**src/devcap_pkg.sv**
```systemverilog
// Purpose: shared constants and carriers for the endpoint capability/control registers
// Assumes: configuration requests address aligned dwords by byte address
// Notes: power scale codes are held as milliwatts per unit of captured value
package devcap_pkg;

   localparam int ADDR_W = 12;
   localparam logic [ADDR_W-1:0] CAP_OFFSET = 12'h074;
   localparam logic [ADDR_W-1:0] CTRL_OFFSET = 12'h078;

   localparam logic [31:0] CAP_RESET = 32'h0000_8FC3;
   localparam logic [15:0] CTRL_RESET = 16'h2810;
   // bit 15 is a self-clearing trigger and bit 9 is read-only zero
   localparam logic [15:0] CTRL_WRITE_MASK = 16'h7DFF;

   localparam int CAP_SCALE_HI = 27;
   localparam int CAP_SCALE_LO = 26;
   localparam int CAP_VALUE_HI = 25;
   localparam int CAP_VALUE_LO = 18;
   localparam int CAP_ROLE_ERR = 15;
   localparam int CAP_L1_HI = 11;
   localparam int CAP_L1_LO = 9;
   localparam int CAP_L0S_HI = 8;
   localparam int CAP_L0S_LO = 6;
   localparam int CTRL_FUNC_RESET = 15;

   localparam int MSG_SCALE_HI = 9;
   localparam int MSG_SCALE_LO = 8;
   localparam int MSG_VALUE_HI = 7;
   localparam int MSG_VALUE_LO = 0;

   localparam logic [2:0] MAX_PAYLOAD_1K = 3'h3;
   localparam logic [1:0] PHANTOM_NONE = 2'h0;
   localparam logic EXT_TAG_NONE = 1'h0;
   localparam logic FUNC_RESET_NONE = 1'h0;
   localparam logic ROLE_ERR_YES = 1'h1;

   // slot power in milliwatts per unit of captured value, by scale code
   localparam logic [9:0] MW_SCALE_1 = 10'h3E8;
   localparam logic [9:0] MW_SCALE_0P1 = 10'h064;
   localparam logic [9:0] MW_SCALE_0P01 = 10'h00A;
   localparam logic [9:0] MW_SCALE_0P001 = 10'h001;
   localparam int POWER_MW_W = 18;

   typedef struct packed {
      logic valid;
      logic write;
      logic [ADDR_W-1:0] addr;
      logic [3:0] byte_en;
      logic [31:0] wdata;
   } cfg_req_t;

   typedef struct packed {
      logic valid;
      logic [31:0] rdata;
   } cfg_rsp_t;

   typedef struct packed {
      logic valid;
      logic [9:0] payload;
   } slot_msg_t;

endpackage

```
**src/devcap_regs.sv**
```systemverilog
// Purpose: capability and control dwords of an express endpoint configuration space
// Assumes: one configuration request per cycle at most, answered the next cycle
// Notes: other dwords answer zero; the upper half of the control dword is not held here
`timescale 1ns/1ps

module devcap_regs (
   input wire logic clock,
   input wire logic reset,
   input wire devcap_pkg::cfg_req_t cfg_req,
   input wire devcap_pkg::slot_msg_t slot_msg,
   input wire logic [2:0] setting_a,
   input wire logic [2:0] setting_b,
   input wire logic [2:0] phy_setting_a,
   input wire logic [2:0] phy_setting_b,
   output devcap_pkg::cfg_rsp_t cfg_rsp,
   output logic [15:0] device_control,
   output logic func_reset_req,
   output logic [devcap_pkg::POWER_MW_W-1:0] slot_power_mw
);

   logic [1:0] captured_power_scale;
   logic [7:0] captured_power_value;
   logic [2:0] l1_exit_accept_latency;
   logic [2:0] l0s_exit_accept_latency;
   logic [31:0] cap_word;
   logic [1:0] next_scale;
   logic [7:0] next_value;
   logic [15:0] next_control;
   logic next_func_reset;
   devcap_pkg::cfg_rsp_t next_rsp;
   logic [devcap_pkg::POWER_MW_W-1:0] next_power_mw;
   logic [9:0] mw_per_unit;
   logic hit_cap;
   logic hit_ctrl;
   logic rsp_was_cap;
   logic next_rsp_was_cap;

   exit_latency_floor #(
      .WIDTH(3)
   ) u_l1_floor (
      .clock(clock),
      .reset(reset),
      .setting(setting_a),
      .phy_latency(phy_setting_a),
      .latency(l1_exit_accept_latency)
   );

   exit_latency_floor #(
      .WIDTH(3)
   ) u_l0s_floor (
      .clock(clock),
      .reset(reset),
      .setting(setting_b),
      .phy_latency(phy_setting_b),
      .latency(l0s_exit_accept_latency)
   );

   // capability dword built from constants and live fields
   always_comb begin
      cap_word = '0;
      cap_word[28] = devcap_pkg::FUNC_RESET_NONE;
      cap_word[devcap_pkg::CAP_SCALE_HI:devcap_pkg::CAP_SCALE_LO] = captured_power_scale;
      cap_word[devcap_pkg::CAP_VALUE_HI:devcap_pkg::CAP_VALUE_LO] = captured_power_value;
      cap_word[devcap_pkg::CAP_ROLE_ERR] = devcap_pkg::ROLE_ERR_YES;
      cap_word[devcap_pkg::CAP_L1_HI:devcap_pkg::CAP_L1_LO] = l1_exit_accept_latency;
      cap_word[devcap_pkg::CAP_L0S_HI:devcap_pkg::CAP_L0S_LO] = l0s_exit_accept_latency;
      cap_word[5] = devcap_pkg::EXT_TAG_NONE;
      cap_word[4:3] = devcap_pkg::PHANTOM_NONE;
      cap_word[2:0] = devcap_pkg::MAX_PAYLOAD_1K;
   end

   always_comb begin
      hit_cap = (cfg_req.addr == devcap_pkg::CAP_OFFSET);
      hit_ctrl = (cfg_req.addr == devcap_pkg::CTRL_OFFSET);
   end

   // captured slot power fields; configuration writes never reach them
   always_comb begin
      next_scale = captured_power_scale;
      next_value = captured_power_value;
      if (slot_msg.valid) begin
         next_scale = slot_msg.payload[devcap_pkg::MSG_SCALE_HI:devcap_pkg::MSG_SCALE_LO];
         next_value = slot_msg.payload[devcap_pkg::MSG_VALUE_HI:devcap_pkg::MSG_VALUE_LO];
      end
   end

   always_ff @(posedge clock) begin
      if (reset) begin
         captured_power_scale <= '0;
         captured_power_value <= '0;
      end else begin
         captured_power_scale <= next_scale;
         captured_power_value <= next_value;
      end
   end

   // scale decode into a milliwatt limit; one cycle behind the captured fields
   always_comb begin
      case (captured_power_scale)
         2'h0: mw_per_unit = devcap_pkg::MW_SCALE_1;
         2'h1: mw_per_unit = devcap_pkg::MW_SCALE_0P1;
         2'h2: mw_per_unit = devcap_pkg::MW_SCALE_0P01;
         default: mw_per_unit = devcap_pkg::MW_SCALE_0P001;
      endcase
      // both factors widened so the product keeps all of its bits
      next_power_mw = devcap_pkg::POWER_MW_W'({10'h000, captured_power_value}
         * {8'h00, mw_per_unit});
   end

   always_ff @(posedge clock) begin
      if (reset) begin
         slot_power_mw <= '0;
      end else begin
         slot_power_mw <= next_power_mw;
      end
   end

   // control register; byte enables pick the lanes, bit 15 only pulses
   always_comb begin
      next_control = device_control;
      next_func_reset = 1'b0;
      if (cfg_req.valid && cfg_req.write && hit_ctrl) begin
         if (cfg_req.byte_en[0]) begin
            next_control[7:0] = cfg_req.wdata[7:0] & devcap_pkg::CTRL_WRITE_MASK[7:0];
         end
         if (cfg_req.byte_en[1]) begin
            next_control[15:8] = cfg_req.wdata[15:8] & devcap_pkg::CTRL_WRITE_MASK[15:8];
            next_func_reset = cfg_req.wdata[devcap_pkg::CTRL_FUNC_RESET];
         end
      end
   end

   always_ff @(posedge clock) begin
      if (reset) begin
         device_control <= devcap_pkg::CTRL_RESET;
         func_reset_req <= 1'b0;
      end else begin
         device_control <= next_control;
         func_reset_req <= next_func_reset;
      end
   end

   // every request gets one answer the next cycle; unmapped dwords read zero
   always_comb begin
      next_rsp = '0;
      next_rsp_was_cap = 1'b0;
      if (cfg_req.valid) begin
         next_rsp.valid = 1'b1;
         if (!cfg_req.write && hit_cap) begin
            next_rsp.rdata = cap_word;
            next_rsp_was_cap = 1'b1;
         end else if (!cfg_req.write && hit_ctrl) begin
            next_rsp.rdata = {16'h0000, device_control};
         end
      end
   end

   always_ff @(posedge clock) begin
      if (reset) begin
         cfg_rsp <= '0;
         rsp_was_cap <= 1'b0;
      end else begin
         cfg_rsp <= next_rsp;
         rsp_was_cap <= next_rsp_was_cap;
      end
   end

   localparam int POWER_MW_W = devcap_pkg::POWER_MW_W;
endmodule

```
**src/exit_latency_floor.sv**
```systemverilog
// Purpose: registered acceptable exit latency, never below the phy's own latency
// Assumes: setting and phy latency are synchronous to clock
// Notes: one cycle from input change to output
`timescale 1ns/1ps
module exit_latency_floor #(
   parameter int WIDTH = 3
) (
   input wire logic clock,
   input wire logic reset,
   input wire logic [WIDTH-1:0] setting,
   input wire logic [WIDTH-1:0] phy_latency,
   output logic [WIDTH-1:0] latency
);

   logic [WIDTH-1:0] next_latency;

   // a setting below the phy latency would promise an exit the phy cannot make
   always_comb begin
      next_latency = (setting < phy_latency) ? phy_latency : setting;
   end

   always_ff @(posedge clock) begin
      if (reset) begin
         // all ones is the documented reset field and never sits below any phy latency
         latency <= '1;
      end else begin
         latency <= next_latency;
      end
   end
endmodule

```
**config.mk**
```make
export PLATFORM = sky130hd
export DESIGN_NAME = devcap_regs
export DESIGN_NICKNAME = d
export VERILOG_FILES = /design/src/devcap_pkg.sv /design/src/devcap_regs.sv /design/src/exit_latency_floor.sv
export SDC_FILE = /design/constraint.sdc
export NUM_CORES = 1
export LEC_CHECK = 0
export ABC_AREA = 1
export BUFFER_PORTS_ARGS = -buffer_cell sky130_fd_sc_hd__buf_2
export CORE_MARGIN = 2
export CORE_UTILIZATION = 45
export CTS_CLUSTER_DIAMETER = 200
export DETAILED_ROUTE_END_ITERATION = 8
export GPL_ROUTABILITY_DRIVEN = 1
export MAX_ROUTING_LAYER = met4
export PLACE_DENSITY = 0.7
export SETUP_SLACK_MARGIN = 0.02
export SLEW_MARGIN = 20
export SYNTH_ARGS = -nofsm -noshare
export SYNTH_HDL_FRONTEND = slang
export SYNTH_HIERARCHICAL = 1
export SYNTH_SLANG_ARGS = --single-unit
```
**constraint.sdc**
```tcl
create_clock -name clock -period 4.95 [get_ports clock]
set_clock_uncertainty 0.05 [all_clocks]
set_input_delay 1.2375 -clock clock [delete_from_list [all_inputs] [get_ports clock]]
set_output_delay 1.2375 -clock clock [all_outputs]
set_load 0.005 [all_outputs]
```
==> flow_metrics.py, run 1 <==
metrics = {
    "placement": {
        "dp_hpwl_um": 8600,
        "place.gp.congestion": 0.854,
        "postPlaceCellArea_um2": 5930,
        "placed_cells": 947,
        "portBuffers": 115,
    },
    "synthesis": {
        "synthTopCellsByCount": "inv_1, nand2_1, nor2_1, dfxtp_1, ha_1",
        "synth_top_area_cell": "dfxtp_1",
        "ys.flop_type": "dfxtp_1",
        "syn_area_um2": 5250,
        "synth_top_area_share_pct": 29.0,
        "netlist_instances": 699,
        "synth-seq-area-share_pct": 29.0,
        "yosysWarnings": 6,
        "ys_seq_elements": 76,
        "synthTopCellsByArea": "dfxtp_1, fa_1, ha_1",
        "synth_edf_count": 0,
        "yosysUniqueCellTypes": 33,
        "synth_most_common_cell": "inv_1",
        "async_reset_ff_share_pct": 0,
        "syn_avg_cell_area_um2": 7.51,
    },
    "die": {
        "die-area_um2": 12600,
        "die_x_um": 112,
        "num_rows": 39,
        "start_util_pct": 46.0,
        "pin_count": 143,
        "core_um2": 11400,
        "die_height_um": 112,
    },
    "timing": {
        "slew_viol_final": 0,
        "rsz0062_at_grt": "no",
        "period_share_pct": 93.1,
        "min_period_ns": 4.61,
        "finalSetupViolCount": 0,
        "max_slew_margin_pct": 56.6,
        "worst_pin_slew_ns": 0.650,
        "finalHoldViolCount": 0,
        "finalSetupTns_ns": 0,
        "max_freq_mhz": 217,
    },
    "detailed_routing": {
        "via_count": 4337,
        "first_iter_violations": 187,
        "routed_wl_um": 11000,
        "drc": 0,
        "ant_nets": 0,
        "dr_wl_met3_um": 506,
        "m1WireLength_um": 5340,
        "highest_layer": "met4",
        "wl_per_cell_um": 11.4,
        "met2WireLength_um": 4950,
        "drt-vias-per-instance": 4.51,
        "drt_pass1_iterations": 5,
    },
    "hold_path": {
        "hp-start": "u_l1_floor/latency[0]$_SDFF_PP1_",
        "hold_class": "register to register",
    },
    "finish": {
        "finalNetCount": 982,
        "area_growth_pct": 19.4,
        "drive_gt1_share_pct": 19.3,
        "fill_cells": 1120,
        "finalInstanceArea_um2": 6270,
        "instances_no_fill": 962,
        "post-route-util_pct": 54.9,
        "diodes": 0,
    },
    "clock_tree": {
        "post_cts.repair.setup_buffers": 0,
        "cts_resized": 0,
        "cts_tree": "built",
        "cts_buffers": 9,
        "path_clk_slew_ns": 0.06,
        "clk_latency_ns": 0.34,
        "hold_buffers": 0,
        "htreeDepth": 3,
        "clock-root-buffer": "clkbuf_16",
        "cts_buffer_depth": 2,
        "cts_sinks": 76,
    },
    "critical_path": {
        "cp_top_family": "adder cells",
        "cp-start-kind": "register",
        "cpMaxStageDelayCell": "fa_1",
        "critPathKind": "register to register",
        "arrival_ns": 4.80,
        "crit_buf_inv": 4,
        "critPathMaxStageDelay_ns": 0.57,
        "path_cells": "inv_2, nor2_1, inv_2, nor2_1, fa_1, fa_1, fa_1, inv_1, fa_1, inv_1, ha_1, nand2_1, nor2_1, nand2_1, nand3_1, nand2_1, a21oi_1, nor2_1",
        "end_kind": "register",
        "cp-startpoint": "captured_power_scale[1]$_SDFFE_PP0P_",
        "crit_required_ns": 5.14,
        "worst-path-max-fanout": 9,
        "reg2reg_from": "captured_power_scale[1]$_SDFFE_PP0P_",
    },
    "power_and_ir_drop": {
        "vdd_ir_drop_max_mv": 0.289,
        "power.total_uw": 2040,
        "power.leakage_uw": 0.00365,
        "power_density_nw_per_um2": 325,
    },
    "global_routing": {
        "grt_pass1_wl_um": 18700,
        "grt_usage_pct": 19.0,
        "antenna_found_initial": 0,
        "first_global_vias": 4165,
        "grt_overflow": 0,
        "grt_start_max_net_pins": 39,
    },
    "flow_run": {
        "maxCapViolations": 0,
    },
    "status": {
        "status": "complete, no violations",
    },
}
## worst paths after layout
check	end	slack (ns)	cells after the start
setup / recovery	slot_power_mw[17]$_SDFF_PP0_	0.34	18
hold / removal	cfg_rsp[9]$_SDFF_PP0_	0.36	2
setup reg to reg	slot_power_mw[17]$_SDFF_PP0_	0.34	18
hold reg to reg	cfg_rsp[9]$_SDFF_PP0_	0.36	2
## per-stage QoR
| stage | hold slack [ns] | setup slack (ns) |
|---|---|---|
| global route | 0.389 | 0.0251 |
| detailed placement | 0.352 | 0.402 |
| floorplan | 0.344 | 0.859 |
| CTS | 0.361 | 0.357 |
| finish | 0.358 | 0.342 |
| global placement | 0.351 | 0.417 |
## registers in the layout, summed over array words and instances, names as in the netlist
name / cells
captured_power_scale: 2
u_l1_floor/latency: 3
u_l0s_floor/latency: 3
func_reset_req: 1
captured_power_value: 8
cfg_rsp: 27
slot_power_mw: 18
device_control: 14
## per-layer routing
layer,up-vias,GRT usage (%)
met3,16,4.32
met2,97,29.0
met4,0,6.50
li1,2297,-
met1,1927,25.1
met5,-,-
## cells in the final DEF (no fill, tap or decap), types with 3 or more instances in the layout
cell,count
inv_1,151
inv_2,7
buf_2,115
nand2_2,6
clkbuf_16,9
a21oi_1,23
nand2_1,140
o21ai_0,11
ha_1,52
buf_4,3
conb_1,8
bufinv_16,3
fa_1,40
and2_1,3
dfxtp_1,76
nand4_1,3
nor2_1,113
clkinv_1,3
nand3_1,29
## final cells by class
type / instances / area, um^2 / share of cell area [%]
clock inverters: 6 / 111 / 1.78
well taps: 143 / 179 / 2.85
flip-flops and latches: 76 / 1520 / 24.3
inverters: 161 / 604 / 9.64
clock buffers: 9 / 225 / 3.59
multi-input cells: 449 / 3030 / 48.3
repair buffers: 118 / 598 / 9.54
## kinds of logic (layout without fill, tap and decap cells)
logic type | after synthesis | count (layout) | share of synthesized area [%]
AO/OA/AOI/OAI | 40 | 40 | 4.38
XOR/XNOR | 1 | 1 | 0.167
adder cells (fa/ha/maj) | 92 | 92 | 27.6
buffers and inverters | 181 | 294 | 13.8
flip-flops | 76 | 76 | 29.0
other | 1 | 8 | 0.0714
AND/OR/NAND/NOR | 308 | 308 | 25.0
## worst register-to-register path, cell delays in order, from the launching register on
cell	delay, ns
dfxtp_1	0.53
inv_2	0.14
nor2_1	0.28
inv_2	0.11
nor2_1	0.15
fa_1	0.44
fa_1	0.54
fa_1	0.57
inv_1	0.07
fa_1	0.53
inv_1	0.04
ha_1	0.34
nand2_1	0.11
nor2_1	0.09
nand2_1	0.07
nand3_1	0.15
nand2_1	0.09
a21oi_1	0.15
nor2_1	0.06
## where the power goes
group | leakage, uW | internal (uW) | switching [uW] | total (uW)
Combinational | 0.00287 | 234 | 375 | 609
Clock | 0.000162 | 490 | 267 | 758
Sequential | 0.000620 | 656 | 13.2 | 670
Total | 0.00365 | 1380 | 656 | 2040
Note: power is estimated with default switching activity, not from simulation.
==> run 2, diff against run 1 <==
CELL_PAD_IN_SITES_DETAIL_PLACEMENT = 0   (was not set)
CELL_PAD_IN_SITES_GLOBAL_PLACEMENT = 1   (was not set)
CORE_UTILIZATION = 38   (was 45)
PLACE_DENSITY = not set   (was 0.7)
PLACE_DENSITY_LB_ADDON = 0.1   (was not set)
==> run 2 against run 1 <==
Sequential power barely moved; worst hold slack better by 0.011 ns; total power fell by 0.83%; final cell count is 3.6% higher; fmax rose by 2.2%; via count fell by 0.83%; clock-buffer cell count increased by 1; critical path type unchanged; global-route usage fell by 1.3 points; combinational power is 2% higher; first-iteration DRC count increased by 3.7%; sequential share of layout area is 0.17 points lower; wire length up 7.0%.
==> flow_metrics.py, run 2 (synthesis results as in run 1) <==
metrics = {
    "detailed_routing": {
        "wl_per_cell_um": 11.8,
        "ant_nets": 0,
        "first_iter_violations": 194,
        "drt_pass1_iterations": 4,
        "drt-vias-per-instance": 4.31,
        "drc": 0,
        "routed_wl_um": 11800,
        "via_count": 4301,
    },
    "finish": {
        "finalNetCount": 983,
        "regMostFlops": "cfg_rsp",
        "top_regs": "cfg_rsp (27), slot_power_mw (18), device_control (14)",
        "drive_gt1_share_pct": 19.5,
        "area_growth_pct": 20.2,
        "mostFrequentLayoutCell": "inv_1",
        "largest_reg_flops": 27,
        "fill_cells": 1393,
        "diodes": 0,
        "final_cell_mix": "inv_1, nand2_1, buf_2",
    },
    "hold_path": {
        "min_to": "cfg_rsp[6]$_SDFF_PP0_",
        "hold_class": "register to register",
        "hp-start": "u_l0s_floor/latency[0]$_SDFF_PP1_",
        "worstHoldPathCells": 2,
    },
    "die": {
        "die-area_um2": 14800,
        "start_util_pct": 39.4,
        "pin_count": 143,
        "num_rows": 42,
        "die_height_um": 122,
        "die_x_um": 122,
        "core_um2": 13300,
    },
    "timing": {
        "finalHoldViolCount": 0,
        "rsz0062_at_grt": "no",
        "max_slew_margin_pct": 54.7,
        "slew_viol_final": 0,
        "max_freq_mhz": 222,
        "finalSetupTns_ns": 0,
        "min_period_ns": 4.51,
        "finalSetupViolCount": 0,
        "worst_pin_slew_ns": 0.678,
        "layout_setup_ws_ns": 0.441,
        "period_share_pct": 91.1,
    },
    "clock_tree": {
        "clk_latency_ns": 0.34,
        "hold_buffers": 0,
        "cts_sinks": 76,
        "path_clk_slew_ns": 0.06,
        "htreeDepth": 3,
        "post_cts.repair.setup_buffers": 0,
        "cts_tree": "built",
        "clock-root-buffer": "clkbuf_16",
        "cts_resized": 0,
        "cts_buffers": 9,
        "cts_buffer_depth": 2,
    },
    "critical_path": {
        "reg2reg_to": "slot_power_mw[15]$_SDFF_PP0_",
        "end_kind": "register",
        "arrival_ns": 4.69,
        "worst-path-max-fanout": 13,
        "cp-start-kind": "register",
        "path_common_cell": "inv_1",
        "path_cells": "buf_4, nor2_1, inv_1, nor2_1, inv_1, fa_1, inv_1, fa_1, fa_1, inv_1, fa_1, inv_1, ha_1, nand2_1, nor2_1, and2_1, nand2_1, nand3_1, nand2_1, nand2_1, nor2_1",
        "reg2reg_slack_ns": 0.44,
        "crit_buf_inv": 6,
        "rr_worst_depth": 21,
        "cpMaxStageDelayCell": "fa_1",
        "crit_required_ns": 5.13,
        "critPathMaxStageDelay_ns": 0.56,
        "cp_top_family": "adder cells",
        "critPathKind": "register to register",
        "reg2reg_from": "captured_power_scale[0]$_SDFFE_PP0P_",
    },
    "placement": {
        "portBuffers": 115,
        "dp_hpwl_um": 9530,
        "pre_cts_ws_ns": 0.444,
        "place.gp.congestion": 0.842,
    },
    "flow_run": {
        "maxCapViolations": 0,
    },
    "power_and_ir_drop": {
        "total_switching_power_uw": 668,
        "p_comb_share_pct": 30.7,
        "power_density_nw_per_um2": 320,
        "p_sw_share_pct": 33.1,
        "seq_power_share_pct": 33.2,
        "internal_power_uw": 1350,
        "vdd_ir_drop_max_mv": 0.170,
        "pwr-share-clk_pct": 36.1,
        "power.leakage_uw": 0.00365,
    },
    "global_routing": {
        "grt_start_max_net_pins": 39,
        "grt_overflow": 0,
        "grt_pass1_wl_um": 20000,
        "antenna_found_initial": 0,
        "first_global_vias": 4186,
        "grt_usage_pct": 17.7,
    },
    "status": {
        "status": "complete, no violations",
    },
}
==> run 2: changes by cell type in the layout (fill, tap and decap cells not counted) <==
cell       before  now
clkinv_2        1    0
clkinv_4        0    1
inv_6           1    2
bufinv_16       3    2
buf_4           3    4
clkbuf_8        0    1
==> run 2: worst min-delay path, cell delays in order (launching register included) <==
cell     delay [ns]
dfxtp_1        0.30
nand2_1        0.05
nand2_1        0.04
==> run 2: how the worst max path moves through the flow <==
stage	start	endpoint	slack (ns)	depth (start not counted)
2_1_floorplan	captured_power_scale[1]$_SDFFE_PP0P_	slot_power_mw[17]$_SDFF_PP0_	0.86	19
3_3_place_gp	captured_power_scale[0]$_SDFFE_PP0P_	slot_power_mw[15]$_SDFF_PP0_	0.49	21
3_5_place_dp	captured_power_scale[0]$_SDFFE_PP0P_	slot_power_mw[15]$_SDFF_PP0_	0.44	21
4_1_cts	captured_power_scale[0]$_SDFFE_PP0P_	slot_power_mw[15]$_SDFF_PP0_	0.41	21
5_1_grt	captured_power_scale[0]$_SDFFE_PP0P_	slot_power_mw[11]$_SDFF_PP0_	0.13	21
6_report	captured_power_scale[0]$_SDFFE_PP0P_	slot_power_mw[15]$_SDFF_PP0_	0.44	21
==> run 2: power groups by stage <==
stage	Sequential, uW	Combinational [uW]	Clock, uW
global route	674	734	780
detailed placement	681	619	0
CTS	670	631	754
floorplan	687	442	0
finish	671	620	729
global placement	682	615	0
==> run 2: layout make-up <==
| type | count | area [um^2] | share of cell area (%) |
|---|---|---|---|
| Timing Repair Buffer | 119 | 606 | 9.59 |
| Multi-Input combinational cell | 449 | 3030 | 48.0 |
| Clock buffer | 10 | 239 | 3.78 |
| Tap cell | 176 | 220 | 3.49 |
| Clock inverter | 6 | 93.8 | 1.49 |
| Sequential cell | 76 | 1520 | 24.1 |
| Inverter | 161 | 604 | 9.57 |
==> run 2: metal layers <==
metal	share of wire [%]	up-vias	global-route usage, %
li1	-	2299	-
met1	49	1903	24.0
met2	45	88	26.4
met3	4.6	11	3.46
met4	1.1	0	6.25
met5	0	-	-
==> run 2: per-stage QoR <==
step / util, % / total power, uW / hold slack, ns / instance area [um^2] / instances
after floorplan: - / 1130 / 0.344 / 5280 / 706
after global placement: 44.8 / 1300 / 0.361 / 5980 / 981
after detailed placement: 44.8 / 1300 / 0.359 / 5980 / 981
after CTS: 47.3 / 2050 / 0.375 / 6320 / 997
after global routing: 47.3 / 2190 / 0.386 / 6320 / 997
final: 47.3 / 2020 / 0.369 / 6320 / 997
